--- src/pkg/bru_map.svh ---
`ifndef BRU_MAP_SVH
`define BRU_MAP_SVH

// Instruction word, program counter and branch offset widths
`define BRU_INSTR_W   16
`define BRU_PC_W      21
`define BRU_SHORT_W   8
`define BRU_LONG_W    11

// Opcode fields of the relative branches
`define BRU_COND_HI   4'he
`define BRU_OP_NC     4'h3
`define BRU_OP_NN     4'h7
`define BRU_OP_NOV    4'h5
`define BRU_OP_NZ     4'h1
`define BRU_ALW_HI    5'h1a

// Step past the one-word branch instruction, in bytes
`define BRU_PC_STEP   2

// Reset values
`define BRU_RST_PHASE 4'h1
`define BRU_RST_WORD  16'h0000

`endif

--- src/pkg/bru_pkg.sv ---
`default_nettype none
package bru_pkg;

  // Instruction cycle kind: normal execute or flushed no-operation
  typedef enum logic [1:0] {
    ST_EXEC  = 2'b01,
    ST_FLUSH = 2'b10
  } cyc_state_e;

  // Decoded class of the word in the instruction register
  typedef enum logic [1:0] {
    OP_NONE   = 2'h0,
    OP_COND   = 2'h1,
    OP_ALWAYS = 2'h2
  } op_kind_e;

endpackage : bru_pkg
`default_nettype wire

--- src/logic/branch_target_calc.sv ---
`include "bru_map.svh"
`default_nettype none
module branch_target_calc #(
  parameter int PC_W = `BRU_PC_W
) (
  input  wire logic [PC_W-1:0]        base_addr,
  input  wire logic [`BRU_LONG_W-1:0] offset,
  output logic      [PC_W-1:0]        target
);

  logic [PC_W-1:0] off_ext;
  logic [PC_W-1:0] off_dbl;
  logic [PC_W-1:0] sum;

  // Sign extend, double, add the step; wraps at the counter width
  assign off_ext = {{(PC_W-`BRU_LONG_W){offset[`BRU_LONG_W-1]}}, offset};
  assign off_dbl = {off_ext[PC_W-2:0], 1'b0};
  assign sum     = base_addr + PC_W'(`BRU_PC_STEP) + off_dbl; // RULE6
  // Word aligned target even if the base address is odd
  assign target  = {sum[PC_W-1:1], 1'b0}; // RULE12

endmodule : branch_target_calc
`default_nettype wire

--- src/logic/relative_branch_unit.sv ---
// Overview of operation
// RULE1: Opcode e3 with 8-bit offset branches only when carry is clear.
// RULE2: Opcode e7 with 8-bit offset branches only when negative is clear.
// RULE3: Opcode e5 with 8-bit offset branches only when overflow is clear.
// RULE4: Opcode e1 with 8-bit offset branches only when zero is clear.
// RULE5: Short offset is signed, -128 to 127, and doubled before adding.
// RULE6: Target equals branch address plus two plus twice the offset.
// RULE7: Conditional branch takes one cycle untaken, two taken with flush.
// RULE8: Q1 decode, Q2 read offset, Q3 process, Q4 load PC if taken.
// RULE9: Unconditional branch decodes from 11010 plus 11-bit signed offset.
// RULE10: Unconditional branch always adds twice its offset, -1024 to 1023.
// RULE11: Unconditional branch always takes two cycles; every branch is one word.
// RULE12: Flags stay unchanged; target wraps at counter width with bit 0 zero.
`include "bru_map.svh"
`default_nettype none
module relative_branch_unit #(
  parameter int PC_W = `BRU_PC_W
) (
  input  wire logic                    clock,
  input  wire logic                    srst,
  input  wire logic [`BRU_INSTR_W-1:0] instr_word,
  input  wire logic [PC_W-1:0]         instr_addr,
  input  wire logic                    carry_flag,
  input  wire logic                    negative_flag,
  input  wire logic                    overflow_flag,
  input  wire logic                    zero_flag,
  output logic      [3:0]              quarter_q,
  output logic                         pc_load_q,
  output logic      [PC_W-1:0]         pc_target_q,
  output logic                         branch_taken_q,
  output logic                         flush_q,
  output logic                         flag_hold_q
);

  // Classify a fetched word; other opcodes in the same row are not ours
  function automatic bru_pkg::op_kind_e decode_kind(
    input logic [`BRU_INSTR_W-1:0] w
  );
    logic cond_hit;
    cond_hit = (w[15:12] == `BRU_COND_HI) &&
               ((w[11:8] == `BRU_OP_NC)  || (w[11:8] == `BRU_OP_NN) ||
                (w[11:8] == `BRU_OP_NOV) || (w[11:8] == `BRU_OP_NZ));
    if (cond_hit) begin
      decode_kind = bru_pkg::OP_COND;
    end else if (w[15:11] == `BRU_ALW_HI) begin
      decode_kind = bru_pkg::OP_ALWAYS;
    end else begin
      decode_kind = bru_pkg::OP_NONE;
    end
  endfunction : decode_kind

  bru_pkg::cyc_state_e           state_q;
  bru_pkg::cyc_state_e           state_d;
  bru_pkg::op_kind_e             kind_q;
  bru_pkg::op_kind_e             kind_d;
  bru_pkg::op_kind_e             decoded;
  logic [`BRU_INSTR_W-1:0]       ir_q;
  logic [`BRU_INSTR_W-1:0]       ir_d;
  logic [PC_W-1:0]               addr_q;
  logic [PC_W-1:0]               addr_d;
  logic [`BRU_LONG_W-1:0]        off_q;
  logic [`BRU_LONG_W-1:0]        off_d;
  logic [`BRU_LONG_W-1:0]        short_ext;
  logic [PC_W-1:0]               calc_target;
  logic [PC_W-1:0]               pc_target_d;
  logic [3:0]                    quarter_d;
  logic                          q1;
  logic                          q2;
  logic                          q3;
  logic                          q4;
  logic                          cond_flag;
  logic                          take_d;
  logic                          pc_load_d;
  logic                          branch_taken_d;
  logic                          flush_d;
  logic                          flag_hold_d;

  // Four quarter phases rotate continuously
  assign q1        = quarter_q[0];
  assign q2        = quarter_q[1];
  assign q3        = quarter_q[2];
  assign q4        = quarter_q[3];
  assign quarter_d = {quarter_q[2:0], quarter_q[3]};

  // Q1: decode; in a flush cycle the prefetched word is thrown away
  assign decoded = decode_kind(instr_word); // RULE9
  assign kind_d  = !q1 ? kind_q :
                   (state_q == bru_pkg::ST_EXEC) ? decoded : bru_pkg::OP_NONE; // RULE8
  assign ir_d    = q1 ? instr_word : ir_q;
  assign addr_d  = q1 ? instr_addr : addr_q;

  // Q2: read the literal; short form is sign extended to the long width
  assign short_ext = {{(`BRU_LONG_W-`BRU_SHORT_W){ir_q[`BRU_SHORT_W-1]}},
                      ir_q[`BRU_SHORT_W-1:0]}; // RULE5
  assign off_d     = !q2 ? off_q :
                     (kind_q == bru_pkg::OP_COND) ? short_ext
                                                  : ir_q[`BRU_LONG_W-1:0]; // RULE10

  // Q3: pick the tested flag from the opcode and decide
  assign cond_flag = (ir_q[11:8] == `BRU_OP_NC)  ? carry_flag :    // RULE1
                     (ir_q[11:8] == `BRU_OP_NN)  ? negative_flag : // RULE2
                     (ir_q[11:8] == `BRU_OP_NOV) ? overflow_flag : // RULE3
                     zero_flag;                                    // RULE4
  assign take_d    = (kind_q == bru_pkg::OP_ALWAYS) ||
                     ((kind_q == bru_pkg::OP_COND) && !cond_flag); // RULE11

  // Shared adder; the result is only latched at the end of Q3
  branch_target_calc #(
    .PC_W      (PC_W)
  ) u_target (
    .base_addr (addr_q),
    .offset    (off_q),
    .target    (calc_target)
  );

  assign pc_target_d    = q3 ? calc_target : pc_target_q; // RULE6
  assign pc_load_d      = q3 && take_d; // RULE8
  assign branch_taken_d = q3 ? take_d : branch_taken_q;

  // Q4 closes the cycle; a load turns the next cycle into a flush
  assign state_d = !q4 ? state_q :
                   ((state_q == bru_pkg::ST_EXEC) && pc_load_q) ? bru_pkg::ST_FLUSH
                                                                 : bru_pkg::ST_EXEC; // RULE7
  assign flush_d = (state_d == bru_pkg::ST_FLUSH);

  // Tells the ALU to keep its flags while a branch or its flush runs
  assign flag_hold_d = (kind_d != bru_pkg::OP_NONE) || flush_d; // RULE12

  // Phase and state registers
  always_ff @(posedge clock) begin
    if (srst) begin
      quarter_q <= `BRU_RST_PHASE;
      state_q   <= bru_pkg::ST_EXEC;
      flush_q   <= 1'b0;
    end else begin
      quarter_q <= quarter_d;
      state_q   <= state_d;
      flush_q   <= flush_d;
    end
  end

  // Instruction, address and offset capture
  always_ff @(posedge clock) begin
    if (srst) begin
      kind_q <= bru_pkg::OP_NONE;
      ir_q   <= `BRU_RST_WORD;
      addr_q <= '0;
      off_q  <= '0;
    end else begin
      kind_q <= kind_d;
      ir_q   <= ir_d;
      addr_q <= addr_d;
      off_q  <= off_d;
    end
  end

  // Result registers for the program counter load and target, the taken status and the ALU flag hold
  always_ff @(posedge clock) begin
    if (srst) begin
      pc_load_q      <= 1'b0;
      pc_target_q    <= '0;
      branch_taken_q <= 1'b0;
      flag_hold_q    <= 1'b0;
    end else begin
      pc_load_q      <= pc_load_d;
      pc_target_q    <= pc_target_d;
      branch_taken_q <= branch_taken_d;
      flag_hold_q    <= flag_hold_d;
    end
  end
endmodule : relative_branch_unit
`default_nettype wire

--- config.mk ---
export PLATFORM = sky130hd
export DESIGN_NAME = relative_branch_unit
export DESIGN_NICKNAME = d
export VERILOG_FILES = /design/src/pkg/bru_pkg.sv /design/src/logic/branch_target_calc.sv /design/src/logic/relative_branch_unit.sv
export VERILOG_INCLUDE_DIRS = /design/src /design/src/pkg
export SDC_FILE = /design/constraint.sdc
export NUM_CORES = 1
export LEC_CHECK = 0
export BUFFER_PORTS_ARGS = -buffer_cell sky130_fd_sc_hd__buf_2
export CAP_MARGIN = 20
export CORE_MARGIN = 1.5
export CORE_UTILIZATION = 50
export CTS_CLUSTER_DIAMETER = 150
export DETAILED_ROUTE_END_ITERATION = 12
export GPL_ROUTABILITY_DRIVEN = 0
export GPL_TIMING_DRIVEN = 0
export PLACE_DENSITY = 0.76
export SETUP_SLACK_MARGIN = 0.2
export SLEW_MARGIN = 0
export SYNTH_ARGS = -nofsm -noshare
export SYNTH_HDL_FRONTEND = slang
export SYNTH_SLANG_ARGS = --single-unit
--- constraint.sdc ---
create_clock -name clock -period 3.3 [get_ports clock]
set_input_delay 0.33 -clock clock [delete_from_list [all_inputs] [get_ports clock]]
set_output_delay 0.33 -clock clock [all_outputs]
set_load 0.1 [all_outputs]
==> impl_results.md, run 1 <==
- Worst Hold End: ir_q[1]$_SDFFE_PP0P_
- First drt pass iteration count: 5
- Minimum clock period: 2.744 ns
- Fmax achieved: 364.5 MHz
- Global-route wire length before repair: 14.98 mm
- Most common cell in the synthesized netlist: dfxtp_1
- PostCTS Resize Cnt: 0
- Post-synthesis cell area: 0.003953 mm2
- Crit-path max cell delay: 0.61 ns
- PwrDens: 462.9 mW/mm2
- Post-route cell area: 0.004651 mm2
- Worst path most repeated cell: a21oi_1
- Vias in the first global route: 3,231
- CP delay by family, top: compound AO/OA/AOI/OAI gates
- Share of layout cells above drive strength 1: 0.2109
- WL met2: 4.474 mm
- Slew Limit Fails: 0
- Crit Reg-Reg Endpoint: pc_target_q[17]$_SDFFE_PP0P_
- Top routing layer in use: met4
- Synth area leader: dfxtp_1
- Die H: 91.91 um
- RSZ-0062 raised after global routing: no
- Clock root cell: clkbuf_8
- Critical Setup Path Class: reg -> reg
- Simple logic cell fraction of the synthesized area: 0.1763
- Fin. Hold Viols: 0
- Ant diodes: 0
- Ys Warns: 0
- Mux cell area share after synthesis: 0.1216
- Die area: 0.008447 mm2
- Ports: 72
- Grt ovf: 0
- Setup_tns: 0 ns
- Fill cell count: 723
- CP required: 3.55 ns
- Largest net degree at the start of global routing: 15
- Setup bufs post-CTS: 0
- Met3 routed WL: 536 um
- R2R Path Start: off_q[10]$_SDFFE_PP0P_
- CP bufs+invs: 1
- Synth top cells by count: 75 x dfxtp_1, 65 x nor2_1, 48 x mux2i_1
- Cts hold-fix bufs: 0
- #FFs+latches synth: 75
- Clock transition at path regs: 0.08 ns
- Placement row count: 32
- Avg Synthesized Cell Area: 9.257 um2
- Vias per cell: 5.537
- Prevailing post-synth register cell: dfxtp_1
- Status: finished, final reports clean
- Critical path capture point type: register
- Total GRT Usage: 0.2268
- Worst clock skew: 0.008301 ns
- Drt initial violations: 159
- Area Growth Syn to Fin: 17.66%
- Max-Cap Viols: 0
- CTS tree: yes
- Post-synthesis net count: 508
- Sink Count: 75
- Crit path cell chain: ha_1 > ha_1 > buf_2 > a21oi_1 > o21ai_0 > a21oi_1 > a21oi_1 > or3_1 > a32o_1
- Worst EP arrival: 2.99 ns
- Post-synthesis adder-cell area fraction: 0.1222
- Num CTS Buffers: 9
- Lkg Pwr: 2.192 nW
- Initial core utilization: 0.5142
- Buffers on Ports: 69
- Detailed-route DRC error count: 0
- Cell variety after synth: 58
- CP max stage cell: dfxtp_1
- Least-Margin Pin Slew: 0.6373 ns
- Hold wc startpoint: instr_word[1]
- Core Area: 0.007687 mm2
- Wire length on met1: 4.010 mm
- Hold Path Class: in -> reg
- Max VDD drop: 0.3645 mV
- FFs w/ async S/R, synth: 0
- CP Max Fanout: 11
- Startpoint types: register
- XOR/XNOR share of the synthesized area: 0.01994
- Synth top area cells: dfxtp_1 38%, mux2i_1 12%, ha_1 12%
- Vias: 3,400
- Largest family of logic cells by synthesized area: simple AND/OR/NAND/NOR gates
- CTS H-tree depth: 3
- R2r worst-path depth: 9
- DPL Wire Length: 7.067 mm
- Flop2flop setup slack: 0.56 ns
- Wire per inst: 14.97 um
- Period utilisation layout: 0.8314
- Final setup fails: 0
- Final ANT Viol Nets: 0
- Sequential share of the synthesized area: 0.3799
- Cells on Worst Hold Path: 3
- Nets@finish: 588
- Synth Area in Compound Gates: 0.1339
- Area share of the largest cell type after synthesis: 0.3799
- Post-Route WL: 9.189 mm
- Placed instance area: 0.004425 mm2
- Die width: 91.91 um
- Post-Syn Instances: 427
- Initial antenna violation count: 0
- Post-synth EDFFs: 0
- Slew HR: 0.5736
- Clock Latency Late Sink: 0.36 ns
- Clk buf depth: 2
## per-stage QoR
step           instances  hold WS [ns]  worst slack, ns  utilization  total power [W]
4_1_cts              614        0.2005           0.6102       0.6050         0.002164
3_5_place_dp         598        0.4339           0.6219       0.5757         0.001380
6_report             614        0.2079           0.5564       0.6050         0.002153
3_3_place_gp         598        0.4344           0.6366       0.5757         0.001368
5_1_grt              614        0.2225           0.3499       0.6050         0.002242
2_1_floorplan        427        0.4069           0.9273            -         0.001281
## worst register-to-register path: cells and delay by family, from the launching register on
family | cells | cell delay, ns
AOI/OAI and AO/OA | 5 | 0.95
adders and majority gates | 2 | 0.60
DFF | 1 | 0.61
buffers and inverters | 1 | 0.17
and+or+nand+nor | 1 | 0.31
## per-layer routing
metal / vias up / global-route usage
met4: 0 / 0.07436
met2: 114 / 0.3796
met3: 15 / 0.04561
met5: - / 0
met1: 1585 / 0.2919
li1: 1686 / -
## final cells by class
class	count	area, um2	share of cell area
timing repair buffer	69	345.3	0.07425
clock buffer	9	123.9	0.02663
multi-input combinational	315	2272	0.4886
clock inverter	7	101.3	0.02179
inverter	12	45.04	0.009685
tap	102	127.6	0.02744
sequential	75	1501	0.3228
buffer	25	133.9	0.02879
## power by group
part	switching [W]	internal [W]	total, W
clock	0.000361	0.000432	0.000792
sequential	0.0000283	0.000946	0.000974
combinational	0.000256	0.000130	0.000386
total	0.000645	0.00151	0.00215
## worst max-delay path by stage
stage	startpoint	endpoint	slack, ns	cells past startpoint
2_1_floorplan	off_q[10]$_SDFFE_PP0P_	pc_target_q[17]$_SDFFE_PP0P_	0.93	9
3_3_place_gp	off_q[10]$_SDFFE_PP0P_	pc_target_q[17]$_SDFFE_PP0P_	0.64	9
3_5_place_dp	off_q[10]$_SDFFE_PP0P_	pc_target_q[17]$_SDFFE_PP0P_	0.62	9
4_1_cts	off_q[10]$_SDFFE_PP0P_	pc_target_q[17]$_SDFFE_PP0P_	0.61	9
5_1_grt	off_q[10]$_SDFFE_PP0P_	pc_target_q[18]$_SDFFE_PP0P_	0.35	8
6_report	off_q[10]$_SDFFE_PP0P_	pc_target_q[17]$_SDFFE_PP0P_	0.56	9
## placed cells by master (no fill, tap or decap), types with 4 or more instances in the layout
master | netlist | final
nand4_1 | 7 | 7
nor3_1 | 7 | 7
and4_1 | 5 | 5
a211oi_1 | 5 | 5
nand4b_1 | 5 | 5
o21ai_0 | 8 | 8
buf_6 | 4 | 4
clkbuf_8 | 0 | 9
nor2_1 | 65 | 65
nand3_1 | 7 | 7
clkbuf_1 | 9 | 9
inv_1 | 10 | 10
xnor2_1 | 6 | 6
o211ai_1 | 4 | 4
nand2b_1 | 8 | 8
a21oi_2 | 4 | 4
ha_1 | 37 | 37
buf_1 | 6 | 6
buf_2 | 5 | 74
nor2b_1 | 4 | 4
dfxtp_1 | 75 | 75
a21o_1 | 7 | 7
mux2i_1 | 48 | 48
nand2_1 | 22 | 22
a21oi_1 | 24 | 24
## cells by family (layout without fill, tap and decap cells)
family	count (synthesis)	in the layout
compound gates	76	76
mux	48	48
xor+xnor	9	9
simple gates	143	143
fa+ha+maj	38	38
buf+inv	37	122
other cells	1	1
flops	75	75
## registers in the layout (all words and copies together), names as in the netlist
signal          flops
quarter_q           4
kind_q              2
addr_q             20
off_q              11
ir_q               12
pc_load_q           1
state_q             2
branch_taken_q      1
pc_target_q        20
flag_hold_q         1
flush_q             1
No activity file was read; power rests on OpenSTA's default activity.
==> inputs of run 2 (changes only) <==
Settings changed: PLACE_DENSITY 0.76 to 0.79.
Clock period 3.3 ns to 2.2 ns, I/O delays scaled along.
==> impl_results.md, run 2 (synthesized netlist as in run 1, its figures left out) <==
- Status: finished, violations left
- Failing checks: negative setup slack
- Fmax achieved: 449.3 MHz (+23%)
- Commonest non-fill, non-tap cell in the layout: buf_2
- Clock Latency Late Sink: 0.36 ns (about the same)
- Setup ws final: -0.02588 ns (-0.5822 ns)
- Slew HR: 0.5308 (-0.04283)
- Crit-path max cell delay: 0.35 ns (-0.26 ns)
- Max-Cap Viols: 0 (unchanged)
- Wire length on met1: 4.796 mm (+20%)
- Share of layout cells above drive strength 1: 0.3856 (+0.1747)
- Initial antenna violation count: 0 (unchanged)
- Critical Setup Path Class: reg -> reg
- Ant diodes: 0 (unchanged)
- Final setup fails: 4 (+4)
- Wire per inst: 18.15 um (+21%)
- Lkg Pwr: 2.390 nW (+9.0%)
- Top routing layer in use: met4
- CP bufs+invs: 0 (-1)
- Most frequent cells in the layout: 72 x buf_2, 64 x nor2_1, 57 x dfxtp_1
- Buffers on Ports: 69 (unchanged)
- Placement row count: 32 (unchanged)
- Setup_tns: -0.06806 ns (-0.06806 ns)
- Die width: 91.91 um (unchanged)
- CTS tree: yes
- Period utilisation layout: 1.012 (+0.1804)
- Largest regs: addr_q (20), pc_target_q (20), ir_q (12)
- CP max stage cell: dfxtp_2
- CP required: 2.45 ns (-1.10 ns)
- Drt initial violations: 221 (+39%)
- Die area: 0.008447 mm2 (unchanged)
- Detailed-route DRC error count: 0 (unchanged)
- First drt pass iteration count: 5 (unchanged)
- Total power: 0.003484 W (+62%)
- CP Max Fanout: 5 (-6)
- Least-Margin Pin Slew: 0.7038 ns (+0.06659 ns)
- PwrDens: 636.1 mW/mm2 (+37%)
- Grt ovf: 0 (unchanged)
- Critical path capture point type: register
- Post-Route WL: 11.69 mm (+27%)
- Area Growth Syn to Fin: 38.56%
- Clk buf depth: 2 (unchanged)
- Hold Path Class: in -> reg
- Nets@finish: 618 (+5.1%)
- Initial core utilization: 0.5142 (unchanged)
- Global-route wire length before repair: 17.95 mm (+20%)
- Total GRT Usage: 0.2727 (+0.04586)
- Clock transition at path regs: 0.08 ns (about the same)
- Minimum clock period: 2.226 ns (-0.5178 ns)
- CP delay by family, top: compound AO/OA/AOI/OAI gates
- Slew Limit Fails: 0 (unchanged)
- Num CTS Buffers: 9 (unchanged)
- RSZ-0062 raised after global routing: yes
- Vias in the first global route: 3,620 (+12%)
- Core Area: 0.007687 mm2 (unchanged)
- Fill cell count: 548 (-24%)
- WL met2: 5.809 mm (+30%)
- Clock root cell: clkbuf_8
- Fin. Hold Viols: 0 (unchanged)
- Core Util, Final: 0.7124 (+0.1074)
- Die H: 91.91 um (unchanged)
- Final ANT Viol Nets: 0 (unchanged)
- Max VDD drop: 0.4226 mV (+16%)
- Worst path most repeated cell: a21oi_2
- Startpoint types: register
- Largest net degree at the start of global routing: 14 (-1)
- Met3 routed WL: 573 um (+6.9%)
- Worst clock skew: 0.009425 ns (+0.001124 ns)
- CTS H-tree depth: 3 (unchanged)
- DPL Wire Length: 7.208 mm (+2.0%)
- Crit path cell chain: ha_1 > ha_4 > a21oi_4 > o21ai_2 > a21oi_2 > a21oi_2 > or3_1 > a32o_1
- Vias per cell: 5.798 (+4.7%)
- Vias: 3,734 (+9.8%)
- Sink Count: 75 (unchanged)
- Ports: 72 (unchanged)
- Worst EP arrival: 2.48 ns (-0.51 ns)
run 2: power by group:
group | switching (W) | internal [W] | leakage, nW
registers | 0.0000558 | 0.00142 | 0.621
clock network | 0.000549 | 0.000676 | 0.110
logic | 0.000461 | 0.000320 | 1.66
total | 0.00107 | 0.00242 | 2.39
run 2: timing repair:
action	4_1_cts	5_1_grt
hold buffers	0	0
pin swaps	40	13
endpoints found under the setup margin	11	14
gates resized for setup	45	16
cloned	1	0
setup buffers	25	4
run 2: tightest hold or removal path: cells and delay by family:
family / cells / cell delay (ns)
buffers and inverters: 1 / 0.08
AND/OR/NAND/NOR: 1 / 0.07
multiplexers: 1 / 0.05
run 2: layout make-up:
| type | count | area [um2] | area share |
|---|---|---|---|
| buffer | 25 | 157.7 | 0.02879 |
| multi-input combinational | 315 | 2770 | 0.5058 |
| timing repair buffer | 99 | 618.1 | 0.1129 |
| clock buffer | 11 | 141.4 | 0.02582 |
| inverter | 12 | 47.55 | 0.008682 |
| clock inverter | 5 | 85.08 | 0.01554 |
| sequential | 75 | 1529 | 0.2792 |
| tap | 102 | 127.6 | 0.02330 |
run 2: routing by layer:
metal	GRT usage	up-vias
met5	0	-
li1	-	1745
met2	0.4710	152
met1	0.3345	1785
met4	0.1244	0
met3	0.03814	52
run 2: stage by stage:
stage	hold WS, ns	cell area (um2)	cells	setup WS [ns]
floorplan	0.2969	4242	427	0.1183
global placement	0.4526	4715	598	-0.05575
detailed placement	0.4619	4715	598	-0.1155
CTS	0.09557	5379	640	0.03139
global route	0.1022	5477	644	-0.1075
finish	0.09834	5477	644	-0.02588
run 2: final timing paths:
path	startpoint	endpoint	slack, ns	cells after the start
worst max-delay path	off_q[9]$_SDFFE_PP0P_	pc_target_q[17]$_SDFFE_PP0P_	-0.03	8
worst min-delay path	instr_word[5]	ir_q[5]$_SDFFE_PP0P_	0.1	3
worst min register to register	pc_target_q[17]$_SDFFE_PP0P_	pc_target_q[17]$_SDFFE_PP0P_	0.48	1
worst max register to register	off_q[9]$_SDFFE_PP0P_	pc_target_q[17]$_SDFFE_PP0P_	-0.03	8
